[config.mk]
export PLATFORM = sky130hd
export DESIGN_NAME = async_serial_unit
export DESIGN_NICKNAME = d
export VERILOG_FILES = /design/src/pkg/serial_pkg.sv /design/src/async_serial_unit.sv
export VERILOG_INCLUDE_DIRS = /design/src /design/src/pkg
export SDC_FILE = /design/constraint.sdc
export NUM_CORES = 1
export LEC_CHECK = 0
export ABC_AREA = 1
export BUFFER_PORTS_ARGS = -buffer_cell sky130_fd_sc_hd__buf_2
export CAP_MARGIN = 25
export CORE_ASPECT_RATIO = 0.8
export CORE_UTILIZATION = 40
export CTS_BUF_LIST = sky130_fd_sc_hd__clkbuf_8
export DETAILED_ROUTE_END_ITERATION = 10
export PLACE_DENSITY_LB_ADDON = 0.12
export SYNTH_ARGS = -nofsm -noshare
export SYNTH_HDL_FRONTEND = slang
export SYNTH_SLANG_ARGS = --single-unit
[constraint.sdc]
create_clock -name clk -period 4.6 [get_ports clk]
set_clock_uncertainty 0.05 [all_clocks]
set_input_delay 0 -clock clk [delete_from_list [all_inputs] [get_ports clk]]
set_output_delay 0 -clock clk [all_outputs]
set_load 0.03 [all_outputs]
[src/pkg/serial_params.svh]
`ifndef SERIAL_PARAMS_SVH
`define SERIAL_PARAMS_SVH
// Register offsets.
`define OFS_CTRL_ONE 8'h13
`define OFS_CTRL_TWO 8'h14
`define OFS_CTRL_THREE 8'h15
`define OFS_STATUS_ONE 8'h16
`define OFS_STATUS_TWO 8'h17
`define OFS_DATA_BUF 8'h18
`define OFS_BAUD_RATE 8'h19
// Field positions in ctrl_reg_one.
`define B_SERIAL_ON 6
`define B_TX_INVERT 5
`define B_NINE_BIT 4
// Field positions in ctrl_reg_two.
`define B_TX_EMPTY_IE 7
`define B_TX_DONE_IE 6
`define B_RX_FULL_IE 5
`define B_TX_ON 3
`define B_RX_ON 2
`define B_SEND_BREAK 0
// Field positions in ctrl_reg_three.
`define B_RX_BIT8 7
`define B_TX_BIT8 6
// Field positions in status_reg_one.
`define B_TX_EMPTY 7
`define B_TX_DONE 6
`define B_RX_FULL 5
`define B_OVERRUN 3
`define B_NOISE 2
`define B_FRAMING 1
`define B_PARITY 0
// Field positions in status_reg_two and baud_rate_reg.
`define B_BREAK 1
`define B_RX_BUSY 0
`define B_LONG_BREAK 6
// Reset values.
`define RST_STATUS_ONE 8'hc0
`define RST_CTRL 8'h00
// Oversampling timing, in oversample ticks.
`define TICKS_PER_BIT 4'hf
`define RT_VERIFY_END 4'h7
`define RT_SAMPLE_A 4'h8
`define RT_SAMPLE_B 4'h9
`define RT_SAMPLE_C 4'ha
`define RT_HALF_BIT 4'h7
// Character lengths in bit times.
`define LEN_SHORT 4'ha
`define LEN_LONG 4'hb
`endif

[src/pkg/serial_pkg.sv]
package serial_pkg;
  typedef enum logic [1:0]
  {
    TX_NONE = 2'b00,
    TX_IDLE = 2'b01,
    TX_DATA = 2'b10,
    TX_BREAK = 2'b11
  } tx_kind_e;
  typedef enum logic [1:0]
  {
    RX_HUNT = 2'b00,
    RX_START = 2'b01,
    RX_BITS = 2'b10
  } rx_state_e;
  // Control bits that steer both shifters.
  typedef struct packed {
    logic serial_on;
    logic invert;
    logic nine;
    logic tx_on;
    logic rx_on;
    logic send_break;
    logic long_break;
  } ctrl_s;
  // One received character on its way to the buffer.
  typedef struct packed {
    logic [7:0] data;
    logic bit8;
    logic framing;
    logic noise;
    logic brk;
  } rx_char_s;
endpackage

[src/async_serial_unit.sv]
// The implementer's own choices: the address-and-strobe port and the register addresses.
`timescale 1ns/1ps
`include "serial_params.svh"
module async_serial_unit
  import serial_pkg::*;
#(
  parameter int BASE_DIV = 4
)
(
  input wire logic clk,
  input wire logic reset_n,
  input wire logic ce,
  input wire logic [7:0] addr,
  input wire logic [7:0] wdata,
  input wire logic wr,
  input wire logic rd,
  output logic [7:0] rdata,
  input wire logic rx_line,
  output logic rx_line_used,
  output logic tx_line,
  output logic tx_line_oe,
  output logic tx_irq,
  output logic rx_irq
);
  logic [1:0] rst_sync_q;
  logic rst_n;
  logic [7:0] ctrl1_q, ctrl2_q, baud_q, rdata_q, tx_data_q, rx_data_q;
  logic tx_bit8_q, rx_bit8_q, arm_q, txbuf_full_q;
  logic tx_empty_q, tx_done_q, rx_full_q, overrun_q, noise_q, framing_q;
  logic break_q;
  ctrl_s c;
  logic [15:0] div_q;
  logic tick;
  logic [2:0] rx_sync_q;
  logic rx_f_q;

  // Reset leaves through two flops so its release is clean.
  always_ff @(posedge clk or negedge reset_n)
  begin
    if (!reset_n)
      rst_sync_q <= 2'b00;
    else
      rst_sync_q <= {rst_sync_q[0], 1'b1};
  end
  assign rst_n = rst_sync_q[1];

  // Register decode.
  wire wr_c1 = wr && addr == `OFS_CTRL_ONE;
  wire wr_c2 = wr && addr == `OFS_CTRL_TWO;
  wire wr_c3 = wr && addr == `OFS_CTRL_THREE;
  wire wr_br = wr && addr == `OFS_BAUD_RATE;
  wire wr_db = wr && addr == `OFS_DATA_BUF;
  wire rd_db = rd && addr == `OFS_DATA_BUF;
  wire rd_st = rd && (addr == `OFS_STATUS_ONE || addr == `OFS_STATUS_TWO);
  assign c.serial_on = ctrl1_q[`B_SERIAL_ON];
  assign c.invert = ctrl1_q[`B_TX_INVERT];
  assign c.nine = ctrl1_q[`B_NINE_BIT];
  assign c.tx_on = ctrl2_q[`B_TX_ON];
  assign c.rx_on = ctrl2_q[`B_RX_ON];
  assign c.send_break = ctrl2_q[`B_SEND_BREAK];
  assign c.long_break = baud_q[`B_LONG_BREAK];
  wire tx_on_rise = wr_c2 && wdata[`B_TX_ON] && !c.tx_on;
  // Empty and receive flags clear only after a status read armed them.
  wire tx_clr = wr_db && arm_q;
  wire rx_clr = rd_db && arm_q;

  // Oversample tick; the rate field scales a fixed base divider.
  wire [15:0] div_top = 16'((BASE_DIV << baud_q[2:0]) - 1);
  assign tick = div_q == 16'h0000;
  always_ff @(posedge clk or negedge rst_n)
  begin
    if (!rst_n)
      div_q <= 16'h0000;
    else if (ce)
      div_q <= tick ? div_top : div_q - 16'h0001;
  end

  // Line input: three flops, a change counts when the last two agree.
  always_ff @(posedge clk or negedge rst_n)
  begin
    if (!rst_n)
    begin
      rx_sync_q <= 3'b111;
      rx_f_q <= 1'b1;
    end
    else if (ce)
    begin
      rx_sync_q <= {rx_sync_q[1:0], rx_line};
      if (rx_sync_q[1] == rx_sync_q[2])
        rx_f_q <= rx_sync_q[2];
    end
  end

  // ---- Transmitter ----
  tx_kind_e tx_kind_q, next_kind;
  logic [11:0] tx_sh_q, next_sh;
  logic [3:0] tx_cnt_q, tx_ph_q, next_cnt;
  logic idle_q, last_brk_q, txd_q;
  wire [3:0] char_len = c.nine ? `LEN_LONG : `LEN_SHORT;
  wire tx_busy = tx_kind_q != TX_NONE;
  wire bit_end = tick && tx_ph_q == `TICKS_PER_BIT;
  // Break running into a queued idle ends half a bit early.
  wire cut = tick && tx_ph_q == `RT_HALF_BIT && tx_kind_q == TX_BREAK &&
    !c.send_break && idle_q;
  wire char_end = tx_busy && tx_cnt_q == 4'h1 && (bit_end || cut);
  wire load_slot = tx_busy ? char_end : tick;
  wire load_go = c.serial_on && c.tx_on && load_slot &&
    next_kind != TX_NONE;
  wire load_data = load_go && next_kind == TX_DATA;

  // Next character: break, then queued idle, then the one closing high
  // bit after a break, then buffered data.
  always_comb
  begin
    next_kind = TX_NONE;
    next_sh = 12'hfff;
    next_cnt = char_len;
    if (c.send_break)
    begin
      next_kind = TX_BREAK;
      next_sh = 12'h000;
      next_cnt = char_len + {3'b000, c.long_break};
    end
    else if (idle_q)
      next_kind = TX_IDLE;
    else if (last_brk_q)
    begin
      next_kind = TX_IDLE;
      next_cnt = 4'h1;
    end
    else if (txbuf_full_q)
    begin
      next_kind = TX_DATA;
      // Shifted out LSB first after the start bit.
      next_sh = c.nine ? {2'b11, tx_bit8_q, tx_data_q, 1'b0}
        : {3'b111, tx_data_q, 1'b0};
    end
  end

  // Shift register and bit timing.
  always_ff @(posedge clk or negedge rst_n)
  begin
    if (!rst_n)
    begin
      tx_kind_q <= TX_NONE;
      tx_sh_q <= 12'hfff;
      tx_cnt_q <= 4'h0;
      tx_ph_q <= 4'h0;
    end
    else if (ce)
    begin
      if (!c.serial_on)
        tx_kind_q <= TX_NONE;
      else if (load_go)
      begin
        tx_kind_q <= next_kind;
        tx_sh_q <= next_sh;
        tx_cnt_q <= next_cnt;
        tx_ph_q <= 4'h0;
      end
      else if (char_end)
        tx_kind_q <= TX_NONE;
      else if (tx_busy && tick)
      begin
        tx_ph_q <= tx_ph_q + 4'h1;
        if (bit_end)
        begin
          tx_sh_q <= {1'b1, tx_sh_q[11:1]};
          tx_cnt_q <= tx_cnt_q - 4'h1;
        end
      end
    end
  end

  // Idle request (preamble or queued) and the post-break memory.
  always_ff @(posedge clk or negedge rst_n)
  begin
    if (!rst_n)
    begin
      idle_q <= 1'b0;
      last_brk_q <= 1'b0;
    end
    else if (ce)
    begin
      if (!c.serial_on)
        idle_q <= 1'b0;
      else if (tx_on_rise)
        idle_q <= 1'b1;
      else if (load_go && next_kind == TX_IDLE)
        idle_q <= 1'b0;
      if (load_go)
        last_brk_q <= next_kind == TX_BREAK;
    end
  end

  // Pin level comes from a flop; idle is high before inversion.
  always_ff @(posedge clk or negedge rst_n)
  begin
    if (!rst_n)
      txd_q <= 1'b1;
    else if (ce)
      txd_q <= (tx_busy ? tx_sh_q[0] : 1'b1) ^ c.invert;
  end
  assign tx_line = txd_q;
  assign tx_line_oe = c.serial_on;
  assign rx_line_used = c.serial_on && c.rx_on;

  // ---- Receiver ----
  rx_state_e rx_st_q;
  logic [1:0] ones_q;
  logic [3:0] rt_q, bit_q;
  logic [2:0] smp_q;
  logic [8:0] rx_sh_q;
  logic zero_q, rnoise_q, stop0_q;
  rx_char_s rch;
  wire rx_en = c.serial_on && c.rx_on;
  wire [2:0] smp_all = {smp_q[1:0], rx_f_q};
  // Majority of the three samples; any disagreement is noise.
  wire maj = (smp_all[0] & smp_all[1]) | (smp_all[0] & smp_all[2]) |
    (smp_all[1] & smp_all[2]);
  wire disagree = !(&smp_all) && (|smp_all);
  wire [3:0] nbits = c.nine ? 4'h9 : 4'h8;
  wire decide = rx_st_q == RX_BITS && tick && rt_q == `RT_SAMPLE_C &&
    bit_q != 4'h0;
  wire at_stop = bit_q == nbits + 4'h1;
  wire at_extra = bit_q == nbits + 4'h2;
  // A zero stop after zero data waits one more bit in long mode.
  wire rx_done = decide && ((at_stop && !(c.long_break && zero_q && !maj))
    || at_extra);
  assign rch.brk = zero_q && (at_extra ? (stop0_q && !maj) : !maj);
  assign rch.framing = at_extra ? stop0_q : !maj;
  assign rch.noise = rnoise_q || disagree;
  assign rch.data = rch.brk ? 8'h00 : (c.nine ? rx_sh_q[7:0] : rx_sh_q[8:1]);
  assign rch.bit8 = rch.brk ? 1'b0 : rx_sh_q[8];

  // Start search, verification and bit sampling.
  always_ff @(posedge clk or negedge rst_n)
  begin
    if (!rst_n)
    begin
      rx_st_q <= RX_HUNT;
      ones_q <= 2'b00;
      rt_q <= 4'h0;
      bit_q <= 4'h0;
      smp_q <= 3'b000;
      rx_sh_q <= 9'h000;
      zero_q <= 1'b1;
      rnoise_q <= 1'b0;
      stop0_q <= 1'b0;
    end
    else if (ce && !rx_en)
    begin
      rx_st_q <= RX_HUNT;
      ones_q <= 2'b00;
    end
    else if (ce && tick)
    begin
      rt_q <= rt_q + 4'h1;
      case (rx_st_q)
        RX_HUNT:
        begin
          rt_q <= 4'h1;
          bit_q <= 4'h0;
          zero_q <= 1'b1;
          if (rx_f_q && ones_q != 2'b11)
            ones_q <= ones_q + 2'b01;
          else if (!rx_f_q && ones_q == 2'b11)
            rx_st_q <= RX_START;
          else if (!rx_f_q)
            ones_q <= 2'b00;
        end
        RX_START:
        begin
          if (rt_q[0] && rt_q != 4'h1)
            smp_q <= smp_all;
          if (rt_q == `RT_VERIFY_END)
          begin
            ones_q <= 2'b00;
            // Verified when at most one of the three samples is high.
            rx_st_q <= maj ? RX_HUNT : RX_BITS;
            rnoise_q <= disagree;
          end
        end
        RX_BITS:
        begin
          if (rt_q == `TICKS_PER_BIT)
            bit_q <= bit_q + 4'h1;
          if (rt_q >= `RT_SAMPLE_A && rt_q <= `RT_SAMPLE_B)
            smp_q <= smp_all;
          if (decide)
          begin
            rnoise_q <= rnoise_q || disagree;
            if (bit_q <= nbits)
            begin
              rx_sh_q <= {maj, rx_sh_q[8:1]};
              zero_q <= zero_q && !maj;
            end
            stop0_q <= !maj;
            if (rx_done)
              rx_st_q <= RX_HUNT;
          end
        end
        default:
          rx_st_q <= RX_HUNT;
      endcase
    end
  end

  // ---- Registers and flags ----
  always_ff @(posedge clk or negedge rst_n)
  begin
    if (!rst_n)
    begin
      ctrl1_q <= `RST_CTRL;
      ctrl2_q <= `RST_CTRL;
      baud_q <= `RST_CTRL;
      tx_bit8_q <= 1'b0;
      tx_data_q <= 8'h00;
    end
    else if (ce)
    begin
      if (wr_c1)
        ctrl1_q <= wdata;
      if (wr_c2)
        ctrl2_q <= wdata;
      if (wr_br)
        baud_q <= wdata;
      if (wr_c3)
        tx_bit8_q <= wdata[`B_TX_BIT8];
      if (wr_db)
        tx_data_q <= wdata;
    end
  end

  // Hardware set wins over a clear in the same cycle.
  always_ff @(posedge clk or negedge rst_n)
  begin
    if (!rst_n)
    begin
      arm_q <= 1'b0;
      txbuf_full_q <= 1'b0;
      tx_empty_q <= 1'b1;
      tx_done_q <= 1'b1;
    end
    else if (ce)
    begin
      arm_q <= rd_st || (arm_q && !wr_db && !rd_db);
      txbuf_full_q <= wr_db || (txbuf_full_q && !load_data);
      tx_empty_q <= load_data || (tx_empty_q && !tx_clr);
      // Done mirrors the shifter state, so a fresh write drops it at once.
      tx_done_q <= !tx_busy && !txbuf_full_q && !idle_q && !wr_db;
    end
  end

  // Receive buffer; an overrun keeps the older character.
  wire rx_take = rx_done && !rx_full_q;
  always_ff @(posedge clk or negedge rst_n)
  begin
    if (!rst_n)
    begin
      rx_full_q <= 1'b0;
      overrun_q <= 1'b0;
      noise_q <= 1'b0;
      framing_q <= 1'b0;
      break_q <= 1'b0;
      rx_data_q <= 8'h00;
      rx_bit8_q <= 1'b0;
    end
    else if (ce)
    begin
      rx_full_q <= rx_done || (rx_full_q && !rx_clr);
      overrun_q <= (rx_done && rx_full_q) || (overrun_q && !rx_clr);
      noise_q <= (rx_take && rch.noise) || (noise_q && !rx_clr);
      framing_q <= (rx_take && rch.framing) || (framing_q && !rx_clr);
      break_q <= (rx_take && rch.brk) || (break_q && !rx_clr);
      if (rx_take)
      begin
        rx_data_q <= rch.data;
        rx_bit8_q <= rch.bit8;
      end
    end
  end

  // Read mux; data stand only in the cycle after the strobe.
  wire [7:0] st1 = {tx_empty_q, tx_done_q, rx_full_q, 1'b0, overrun_q,
    noise_q, framing_q, 1'b0};
  wire [7:0] st2 = {6'h00, break_q, rx_st_q != RX_HUNT};
  wire [7:0] c3 = {rx_bit8_q, tx_bit8_q, 6'h00};
  wire [7:0] rd_mux =
    addr == `OFS_CTRL_ONE ? ctrl1_q :
    addr == `OFS_CTRL_TWO ? ctrl2_q :
    addr == `OFS_CTRL_THREE ? c3 :
    addr == `OFS_STATUS_ONE ? st1 :
    addr == `OFS_STATUS_TWO ? st2 :
    addr == `OFS_DATA_BUF ? rx_data_q :
    addr == `OFS_BAUD_RATE ? baud_q : 8'h00;
  always_ff @(posedge clk or negedge rst_n)
  begin
    if (!rst_n)
      rdata_q <= 8'h00;
    else if (ce)
      rdata_q <= rd ? rd_mux : 8'h00;
  end
  assign rdata = rdata_q;

  // Interrupt requests are plain flag and enable products.
  assign tx_irq = (tx_empty_q && ctrl2_q[`B_TX_EMPTY_IE]) ||
    (tx_done_q && ctrl2_q[`B_TX_DONE_IE]);
  assign rx_irq = rx_full_q && ctrl2_q[`B_RX_FULL_IE];

  // Checks.
  pin_release_a: assert property (@(posedge clk) disable iff (!rst_n)
    $fell(c.serial_on) |-> !tx_line_oe && !rx_line_used)
    else $error("Pins not released.");
  idle_level_a: assert property (@(posedge clk) disable iff (!rst_n)
    ce && !tx_busy |=> tx_line != $past(c.invert))
    else $error("Idle line level wrong.");
  frame_bits_a: assert property (@(posedge clk) disable iff (!rst_n)
    ce && load_data |=> !tx_sh_q[0] && tx_sh_q[11] && tx_cnt_q == char_len)
    else $error("Frame bits wrong.");
  empty_set_a: assert property (@(posedge clk) disable iff (!rst_n)
    ce && load_data |=> tx_empty_q && !txbuf_full_q)
    else $error("Empty flag not set.");
  preamble_first_a: assert property (@(posedge clk)
    disable iff (!rst_n)
    load_go && idle_q && !c.send_break |=> tx_kind_q == TX_IDLE)
    else $error("Preamble skipped.");
  break_zero_a: assert property (@(posedge clk) disable iff (!rst_n)
    tx_kind_q == TX_BREAK |-> tx_sh_q == 12'h000 || tx_cnt_q != 4'h0)
    else $error("Break not zero.");
  done_flag_a: assert property (@(posedge clk) disable iff (!rst_n)
    ce && !tx_busy && !txbuf_full_q && !idle_q && !wr_db |=> tx_done_q)
    else $error("Done flag missing.");
  rx_full_a: assert property (@(posedge clk) disable iff (!rst_n)
    ce && rx_take |=> rx_full_q && rx_data_q == $past(rch.data))
    else $error("Receive hand-off lost.");
  break_rx_a: assert property (@(posedge clk) disable iff (!rst_n)
    ce && rx_take && rch.brk |=> framing_q && break_q && !rx_bit8_q
      && rx_data_q == 8'h00)
    else $error("Break effects wrong.");
endmodule

* Word-level counts from Yosys, hierarchy flattened
Index checks and enable logic that the tools add are counted.
** Operators by class
- $lt $le $gt $ge :: 3
- Bitwise gates (word level) :: 7
- $add $sub $neg :: 10
- Shift operators :: 1
- Multiplexer cells :: 75
- Equality and inequality tests :: 41
- Reductions and logical operators :: 126
** Operator list (count)
- $mux 8 :: 10
- $mux 12 :: 6
- $logic_and 1x1->1 :: 62
- $eq 8x5->1 const B :: 7
- $mux 4 :: 12
- $mux 2 :: 23
- $mux 10 :: 3
- $reduce_and 5->1 :: 6
- $reduce_and 2->1 :: 11
- $add 4x1->4 const B :: 4
- $logic_not 1->1 :: 16
- $logic_not 16->1 :: 1
- $mux 16 :: 1
- $reduce_bool 2->1 :: 8
- $shl 3x3->16 const A :: 1
- $sub 16x1->16 const B :: 1
- $sub 16x2->16 const B :: 1
- $mux 1 :: 14
- $logic_or 1x1->1 :: 13
- $eq 4x4->1 const B :: 3
- $reduce_and 4->1 :: 3
- $eq 2x2->1 const B :: 5
- $ne 3x3->1 const B :: 3
- $eq 4x3->1 const B :: 2
- 31 further kinds :: 47
** Storage, ports and cells
- Word-level logic and storage cells :: 300
- Register bits :: 132
- Output and inout bits :: 13
- Input port bits :: 22

* Depth between registers and ports, before layout
Gate-level depths: netlist (run 1).
- Depth after elaboration :: 14
- Mapped depth :: 14

* Least setup slack after synthesis (run 1)
OpenSTA, ideal clock, no wires.
- Path kind :: reg2reg
- Start point :: register ctrl1_q[6]
- End point :: register smp_q[0]
- Path slack :: 2.707 ns
- Cell stages (with the launch flop) :: 10
- Data arrival time :: 1.710 ns
- Library setup time :: 0.133 ns
- Period minus slack after synthesis :: 1.893 ns
- Buffers on the path :: 0
- Cell sequence :: dfrtp_1 > nand2_1 > inv_1 > nor2_1 > inv_2 > nand2_1 > inv_1 > o2111ai_1 > nand2_1 > o21ai_0
** On the way
- Longest elaborated chain between the ends :: 5
** Ends and longest elaborated chain
- from (decl) :: RTL line async_serial_unit.sv:27 : logic [7:0] ctrl1_q, ctrl2_q, baud_q, rdata_q, tx_data_q, rx_data_q;
- from (signal assigned) :: RTL line async_serial_unit.sv:314 : ctrl1_q <= `RST_CTRL;
- from (signal assigned) :: RTL line async_serial_unit.sv:323 : ctrl1_q <= wdata;
- $logic_and 1x1->1
- named net rx_line_used :: RTL line async_serial_unit.sv:19 : output logic rx_line_used,
- $logic_not 1->1 :: RTL line async_serial_unit.sv:251 : else if (ce && !rx_en)
- $logic_and 1x1->1 :: RTL line async_serial_unit.sv:251
- $not 1->1 (no source line)
- $reduce_and 5->1 (no source line)
- to (signal assigned) :: RTL line async_serial_unit.sv:275 : smp_q <= smp_all;
- to (signal assigned) :: RTL line async_serial_unit.sv:289 : smp_q <= smp_all;
- to (decl) :: RTL line async_serial_unit.sv:212 : logic [2:0] smp_q;
The timed path passes the listed nets, and every way through them passes these cells.
A chain may end at the register's enable or synchronous reset.

* Worst setup path after layout (run 1)
- Start point :: register rx_st_q[0]
- End point :: register rx_data_q[6]
** On the way
- Longest elaborated chain between the ends :: 7
** Ends and longest elaborated chain
- from (decl) :: RTL line async_serial_unit.sv:209 : rx_state_e rx_st_q;
- from (signal assigned) :: RTL line async_serial_unit.sv:280 : rx_st_q <= maj ? RX_HUNT : RX_BITS;
- $eq 2x2->1 :: RTL line async_serial_unit.sv:223 : wire decide = rx_st_q == RX_BITS && tick && rt_q == `RT_SAMPLE_C &&
- $logic_and 1x1->1 :: RTL line async_serial_unit.sv:223
- $logic_and 1x1->1 (no source line)
- $logic_and 1x1->1 :: RTL line async_serial_unit.sv:223
- $logic_and 1x1->1 :: RTL line async_serial_unit.sv:228 : wire rx_done = decide && ((at_stop && !(c.long_break && zero_q && !maj))
- $logic_and 1x1->1 :: RTL line async_serial_unit.sv:356 : wire rx_take = rx_done && !rx_full_q;
- $reduce_and 2->1 (no source line)
- to (signal assigned) :: RTL line async_serial_unit.sv:378 : rx_data_q <= rch.data;
- to (decl) :: RTL line async_serial_unit.sv:27
Every way passes these cells.

==> results of run 1 <==
[cell usage in the layout, fill, tap and decap left out, types with 6 or more instances in the layout]
| master | netlist | final |
|---|---|---|
| nor2_2 | 8 | 8 |
| o21ai_0 | 102 | 102 |
| nor2_1 | 87 | 87 |
| nand4_1 | 17 | 17 |
| inv_2 | 9 | 9 |
| xor2_1 | 13 | 13 |
| a21oi_1 | 26 | 26 |
| ha_1 | 18 | 18 |
| nand2_2 | 6 | 6 |
| nor2_4 | 6 | 6 |
| dfrtp_1 | 112 | 111 |
| buf_2 | 5 | 34 |
| nand2_1 | 250 | 250 |
| o21ai_1 | 23 | 23 |
| o22ai_1 | 6 | 6 |
| dlygate4sd3_1 | 0 | 14 |
| nand3_1 | 63 | 63 |
| inv_1 | 144 | 144 |
| clkbuf_8 | 0 | 17 |
| dfstp_2 | 20 | 20 |
| nor3_1 | 9 | 9 |
| inv_6 | 0 | 7 |
[logic make-up (layout without fill, tap and decap cells)]
logic type | Yosys count | count (layout) | share of synthesized area [%]
AND/OR/NAND/NOR | 463 | 463 | 28.28
XOR/XNOR | 13 | 13 | 1.541
adder cells (fa/ha/maj) | 18 | 18 | 3.048
flip-flops | 132 | 132 | 45.05
AO/OA/AOI/OAI | 172 | 172 | 12.33
other | 1 | 1 | 0.05076
buffers and inverters | 180 | 238 | 9.704
[tightest hold or removal path, delay by kind of cell]
family	cells	cell delay, ns
buffers and inverters	1	0.32
AND/OR/NAND/NOR	1	0.14
AO/OA/AOI/OAI	1	0.07
[path summary, 6_finish.rpt]
| path | from | endpoint | slack, ns | cells after the start |
|---|---|---|---|---|
| worst max-delay path | rx_st_q[0] | rx_data_q[6] | 1.83 | 7 |
| worst min-delay path | ce | rx_sync_q[0] | 0.05 | 3 |
| worst max register to register | rx_st_q[0] | rx_data_q[6] | 1.83 | 7 |
| worst min register to register | rst_sync_q[0] | rst_sync_q[1] | 0.30 | 0 |
| max in group asynchronous | rst_sync_q[1] | tx_sh_q[6] | 3.06 | 1 |
| min in group asynchronous | reset_n | rst_sync_q[1] | 0.34 | 3 |
[layout make-up]
type	count	area, um2	share of cell area [%]
multi-input cells	667	3343	40.37
repair buffers	51	332.8	4.019
flip-flops and latches	132	3332	40.24
inverters	155	581.8	7.026
well taps	230	287.8	3.475
clock buffers	17	234.0	2.826
clock inverters	15	168.9	2.040
[layer usage]
metal,vias up,part of all wire [%],GRT usage (%)
li1,3215,-,-
met1,2843,55,31.35
met2,108,39,27.61
met3,14,5.2,5.783
met4,0,1.0,6.438
met5,-,0,0
[power breakdown]
| part | leakage, nW | internal (W) | switching [W] |
|---|---|---|---|
| logic | 2.49 | 0.000118 | 0.000240 |
| registers | 1.61 | 0.00122 | 0.0000610 |
| clock network | 0.191 | 0.000494 | 0.000519 |
[stage by stage]
step	util, %	std cells	total power (W)
finish	45.72	1267	0.002651
global route	45.72	1267	0.002791
CTS	45.72	1267	0.002686
detailed placement	42.72	1221	0.001649
global placement	42.72	1221	0.001647
floorplan	-	979	0.001549
[flip-flops by register name, indices dropped and copies added (netlist names), 3 cells and up]
register	flops
div_q	16
tx_sh_q	12
rx_sh_q	9
baud_q	8
ctrl1_q	8
ctrl2_q	8
rdata	8
rx_data_q	8
tx_data_q	8
bit_q	4
rt_q	4
tx_cnt_q	4
tx_ph_q	4
rx_sync_q	3
==> metrics.md, run 1 <==
| Metric | Value |
|---|---|
| Outcome | complete, no violations |
| Largest area contributor in the synthesized netlist | dfrtp_1 |
| Unrepaired setup endpoints after global routing | no |
| Setup ws final | ~1.8 ns |
| Root buffer cell | clkbuf_8 |
| Iteration-0 DRC Markers | 413 |
| First-pass GRT wire length | 29990 um |
| # DRC | 0 |
| DP Wirelength | 13480 um |
| Headroom to the max-slew limit | 41.84% |
| Area Overhead vs Synth | 12.07% |
| H-tree depth | 4 |
| Post-synth top area share | 37.93% |
| Die Wd | between 150 and 200 um |
| Seq cells post-synth | 132 |
| Final period util | 60.16% |
| Critical path type | flop to flop |
| Main area contributors after synthesis | dfrtp_1 38%, nand2_1 13%, inv_1 7.3% |
| Worst-path cell chain | inv_1 -> ha_1 -> nand4_1 -> nor2_4 -> nand4_1 -> nand2_1 -> o21ai_1 |
| Critical Path Most Common Cell | nand4_1 |
| Die ar. | 0.01902 mm2 |
| Worst EP required | 4.86 ns |
| Detailed-route wire length | 18320 um |
| Port bufs | 34 |
| GRT Total Usage | between 20% and 30% |
| Hold crit path type | input port to flop |
| Max-slew violations | 0 |
| Top Family by Delay on Critical Path | simple AND/OR/NAND/NOR gates |
| Latest clock arrival within the worst-skew pair | 0.46 ns |
| Syn Area/Cell | ~7.5 um2 |
| Crit path DAT | approximately 3.0 ns |
| Max-cap violations | 0 |
| Fin Hold WS | 0.04720 ns |
| IO Pins | 35 |
| Nets | 1064 |
| Setup TNS Final | 0 ns |
| VDD IR max | ~0.14 mV |
| Global route overflow | 0 |
| Synthesized instance count | 979 |
| Initial antenna violation count | 0 |
| Cts bufs inserted | 17 |
| Crit path buf inv count | 1 |
| Slew @ Worst Pin | 0.8714 ns |
| Lkg Pwr | 4.291 nW |
| Clock buffer depth | 2 |
| PD cells | 320.1 mW/mm2 |
| Placement-stage cell area | 0.007737 mm2 |
| CP max FO | 21 |
| Routability cong. | 0.8778 |
| Min cycle time layout | 2.768 ns |
| Yosys warns | 0 |
| Primary FF master, synth | dfrtp_1 |
| Routed WL per cell | around 14 um |
| Sequential area share after synthesis | 45.05% |
| Worst setup EP type | flop |
| Layout cells sized above 1 | 13.21% |
| CTS sink count | 132 |
| Post-CTS Setup Bufs | 0 |
| Row count | 44 |
| CTS Hold Bufs | 14 |
| Net Count, Synth | 1019 |
| Async S/R FF share, synth | 100.0% |
| Largest net degree at the start of global routing | 63 |
| Chip Height | 123.6 um |
| Pre-CTS setup slack | 1.908 ns |
| Number of synthesized flops with an enable pin | 0 |
| CTS clock-pin slew for the worst setup and hold paths | roughly 0.090 ns |
| Final Hold Vio Count | 0 |
| Core area | 0.01811 mm2 |
| Diodes inserted | 0 |
| Mapped cell area | about 0.0074 mm2 |
| Post-route ant nets | 0 |
| Number of global-route vias before repair | 5662 |
| Most frequent cell after synthesis | nand2_1 |
| Slowest-stage cell, CP | nand4_1 |
| Post-CTS Resized | 0 |
| Finished Cell Area | 0.008280 mm2 |
| Via density | just under 5 |
| Top cells by count, synth | 250 x nand2_1, 144 x inv_1, 112 x dfrtp_1, 102 x o21ai_0, 87 x nor2_1 |
| Final setup viols | 0 |
| Distinct cells, synth | 43 |
| Worst setup SP type | flop |
| Drt first pass iters | 4 |
| CTS tree | yes |
| Max incr delay on CP | 0.71 ns |
| Vias | 6180 |
| Fillers | ~1900 |
| Initial Utilization | 40.79% |
| Fmax | 0.3613 GHz |
(Power assumes the default switching activity.)
==> inputs of run 2 (changes only) <==
clock period = 2.9 ns   (was 4.6 ns; I/O delays follow)
==> run 2 against run 1 <==
Die area is the same. Register-to-register slack worse by 1.3 ns. Clock-buffer cell count increased by 2. Via count is 1.3% higher. Sequential power is 59% higher. Worst setup slack worse by 1.3 ns. Critical path type unchanged. Non-clock buffer count is 6 higher. Critical path depth grew 2.
==> metrics.md, run 2 (synthesis gave the netlist of run 1 again) <==
| Metric | Value |
|---|---|
| Worst setup EP type | flop |
| Drt first pass iters | 5 |
| Post-CTS Setup Bufs | 0 |
| Max-cap violations | 0 |
| CTS tree | yes |
| Slew @ Worst Pin | 0.6417 ns |
| Switching Share | approximately 29% |
| CP max FO | 21 |
| Iteration-0 DRC Markers | about 480 |
| Headroom to the max-slew limit | 57.22% |
| Post-route ant nets | 0 |
| Internal Power | 0.003025 W |
| Clock buffer depth | 2 |
| Die ar. | around 0.019 mm2 |
| Initial antenna violation count | 0 |
| Global Route met1 Usage | 34.55% |
| Cell Count Post-Placement | 1225 |
| Number of global-route vias before repair | 5747 |
| Max-slew violations | 0 |
| Layout cells sized above 1 | 13.42% |
| CTS sink count | 132 |
| Critical path type | flop to flop |
| Port bufs | 34 |
| Outcome | complete, no violations |
| Multi-input gate area | 0.003343 mm2 |
| Final period util | 82.16% |
| Latest clock arrival within the worst-skew pair | between 0.4 and 0.5 ns |
| Layout Cells excl Fill | 1273 |
| First-pass GRT wire length | between 30000 and 40000 um |
| Global route overflow | 0 |
| PD cells | between 500 and 600 mW/mm2 |
| Crit path DAT | 2.69 ns |
| DP Wirelength | approximately 14000 um |
| Finished Cell Area | 0.008361 mm2 |
| Fmax | 0.4197 GHz |
| Biggest register | div_q |
| Min cycle time layout | 2.383 ns |
| Chip Height | roughly 120 um |
| VDD IR max | ~0.27 mV |
| GRT Total Usage | 21.60% |
| Initial Utilization | 40.79% |
| Hold crit path type | input port to flop |
| Via density | 4.918 |
| Lkg Pwr | 4.341 nW |
| Detailed-route wire length | 18890 um |
| Worst setup SP type | flop |
| Core Util, Final | 46.16% |
| Placement-stage cell area | just under 0.008 mm2 |
| Root buffer cell | clkbuf_8 |
| H-tree depth | 4 |
| Die Wd | 154.0 um |
| Vias | 6261 |
| Met2 Track Usage GR | 28.27% |
| Core area | 0.01811 mm2 |
| Total net switching power | 0.001265 W |
| Most frequent cells in the layout | 250 x nand2_1, 145 x inv_1, 111 x dfrtp_1 |
| Final Hold Vio Count | 0 |
| GRT Max-Usage Layer | met1 |
| Reg2Reg Setup Slack | 0.52 ns |
| Top flop regs | div_q: 16 flops, tx_sh_q: 12 flops, rx_sh_q: 9 flops |
| Largest net degree at the start of global routing | 55 |
| Clock group share of total power | between 30% and 40% |
| Fillers | 1832 |
| Setup ws final | roughly 0.52 ns |
| Diodes inserted | 0 |
| Routability cong. | 0.8149 |
| CTS clock-pin slew for the worst setup and hold paths | 0.07 ns |
| Routed WL per cell | 14.84 um |
| Largest register FFs | 16 |
| Pre-CTS setup slack | slightly below 0.6 ns |
| Worst EP required | approximately 3.2 ns |
| Seq pwr share | between 40% and 50% |
| Nets | 1070 |
| Met3 Usage GRT | roughly 4.5% |
| Commonest non-fill, non-tap cell in the layout | nand2_1 |
| Unrepaired setup endpoints after global routing | no |
| Sequential cell area | 0.003332 mm2 |
| Row count | 44 |
| Area Overhead vs Synth | 13.16% |
| Final setup viols | 0 |
| Logic pwr share | 13.6% |
| Cts bufs inserted | 17 |
| IO Pins | 35 |
| Setup TNS Final | 0 ns |
| # DRC | 0 |
==> run 2: cell types whose count changed in the layout (fill, tap and decap cells not counted), sizes merged <==
| cell | before | now |
|---|---|---|
| inv | 160 | 154 |
| buf | 37 | 41 |
| clkbuf | 17 | 19 |
| dlygate4sd3 | 14 | 16 |
| clkinv | 4 | 9 |
| clkinvlp | 4 | 2 |
| bufinv | 2 | 3 |
==> run 2: final timing paths <==
check                              start      endpoint  depth (start not counted)
max                           ctrl2_q[0]  tx_kind_q[0]                          9
min                              addr[0]     tx_bit8_q                          6
max reg2reg                   ctrl2_q[0]  tx_kind_q[0]                          9
min reg2reg                rst_sync_q[1]      smp_q[0]                          0
max in group asynchronous  rst_sync_q[1]  rx_data_q[0]                          1
min in group asynchronous  rst_sync_q[1]      smp_q[0]                          0
==> run 2: what timing repair did <==
item	CTS	global route
hold buffers	16	0
hold endpoints to repair	47	0
gates resized for setup	0	0
==> run 2: metal layers <==
metal / wire, um / part of all wire (%) / vias up
li1: - / - / 3227
met1: 10630 / 56 / 2905
met2: 7224 / 38 / 111
met3: 806 / 4.3 / 18
met4: 226 / 1.2 / 0
met5: 0 / 0 / -
==> run 2: layout make-up <==
type,count,area share (%)
multi-input combinational,667,39.99
sequential,132,39.85
inverter,155,6.959
timing repair buffer,57,4.729
tap,230,3.442
clock buffer,19,3.128
clock inverter,13,1.901
==> run 2: worst max-delay path, stage by stage, from the launching register on <==
cell      delay (ns)
dfrtp_1         0.49
inv_1           0.26
nand2_1         0.13
inv_1           0.07
nand2_1         0.35
nand3_2         0.43
o211ai_1        0.29
nand2_1         0.10
nand2_1         0.07
nand2_1         0.04
==> run 2: through the flow <==
| step | hold WS [ns] | power [W] |
|---|---|---|
| 4_1_cts | 0.03101 | 0.004338 |
| 3_3_place_gp | -0.2629 | 0.002631 |
| 6_report | 0.05260 | 0.004290 |
| 5_1_grt | 0.08944 | 0.004518 |
| 3_5_place_dp | -0.2621 | 0.002628 |
| 2_1_floorplan | -0.3456 | 0.002457 |
==> run 2: power groups by stage <==
stage               combinational [W]  sequential (W)  clock [W]
floorplan                    0.000402         0.00205          0
global placement             0.000566         0.00207          0
detailed placement           0.000563         0.00206          0
CTS                          0.000585         0.00203    0.00172
global route                 0.000673         0.00205    0.00180
finish                       0.000585         0.00203    0.00167
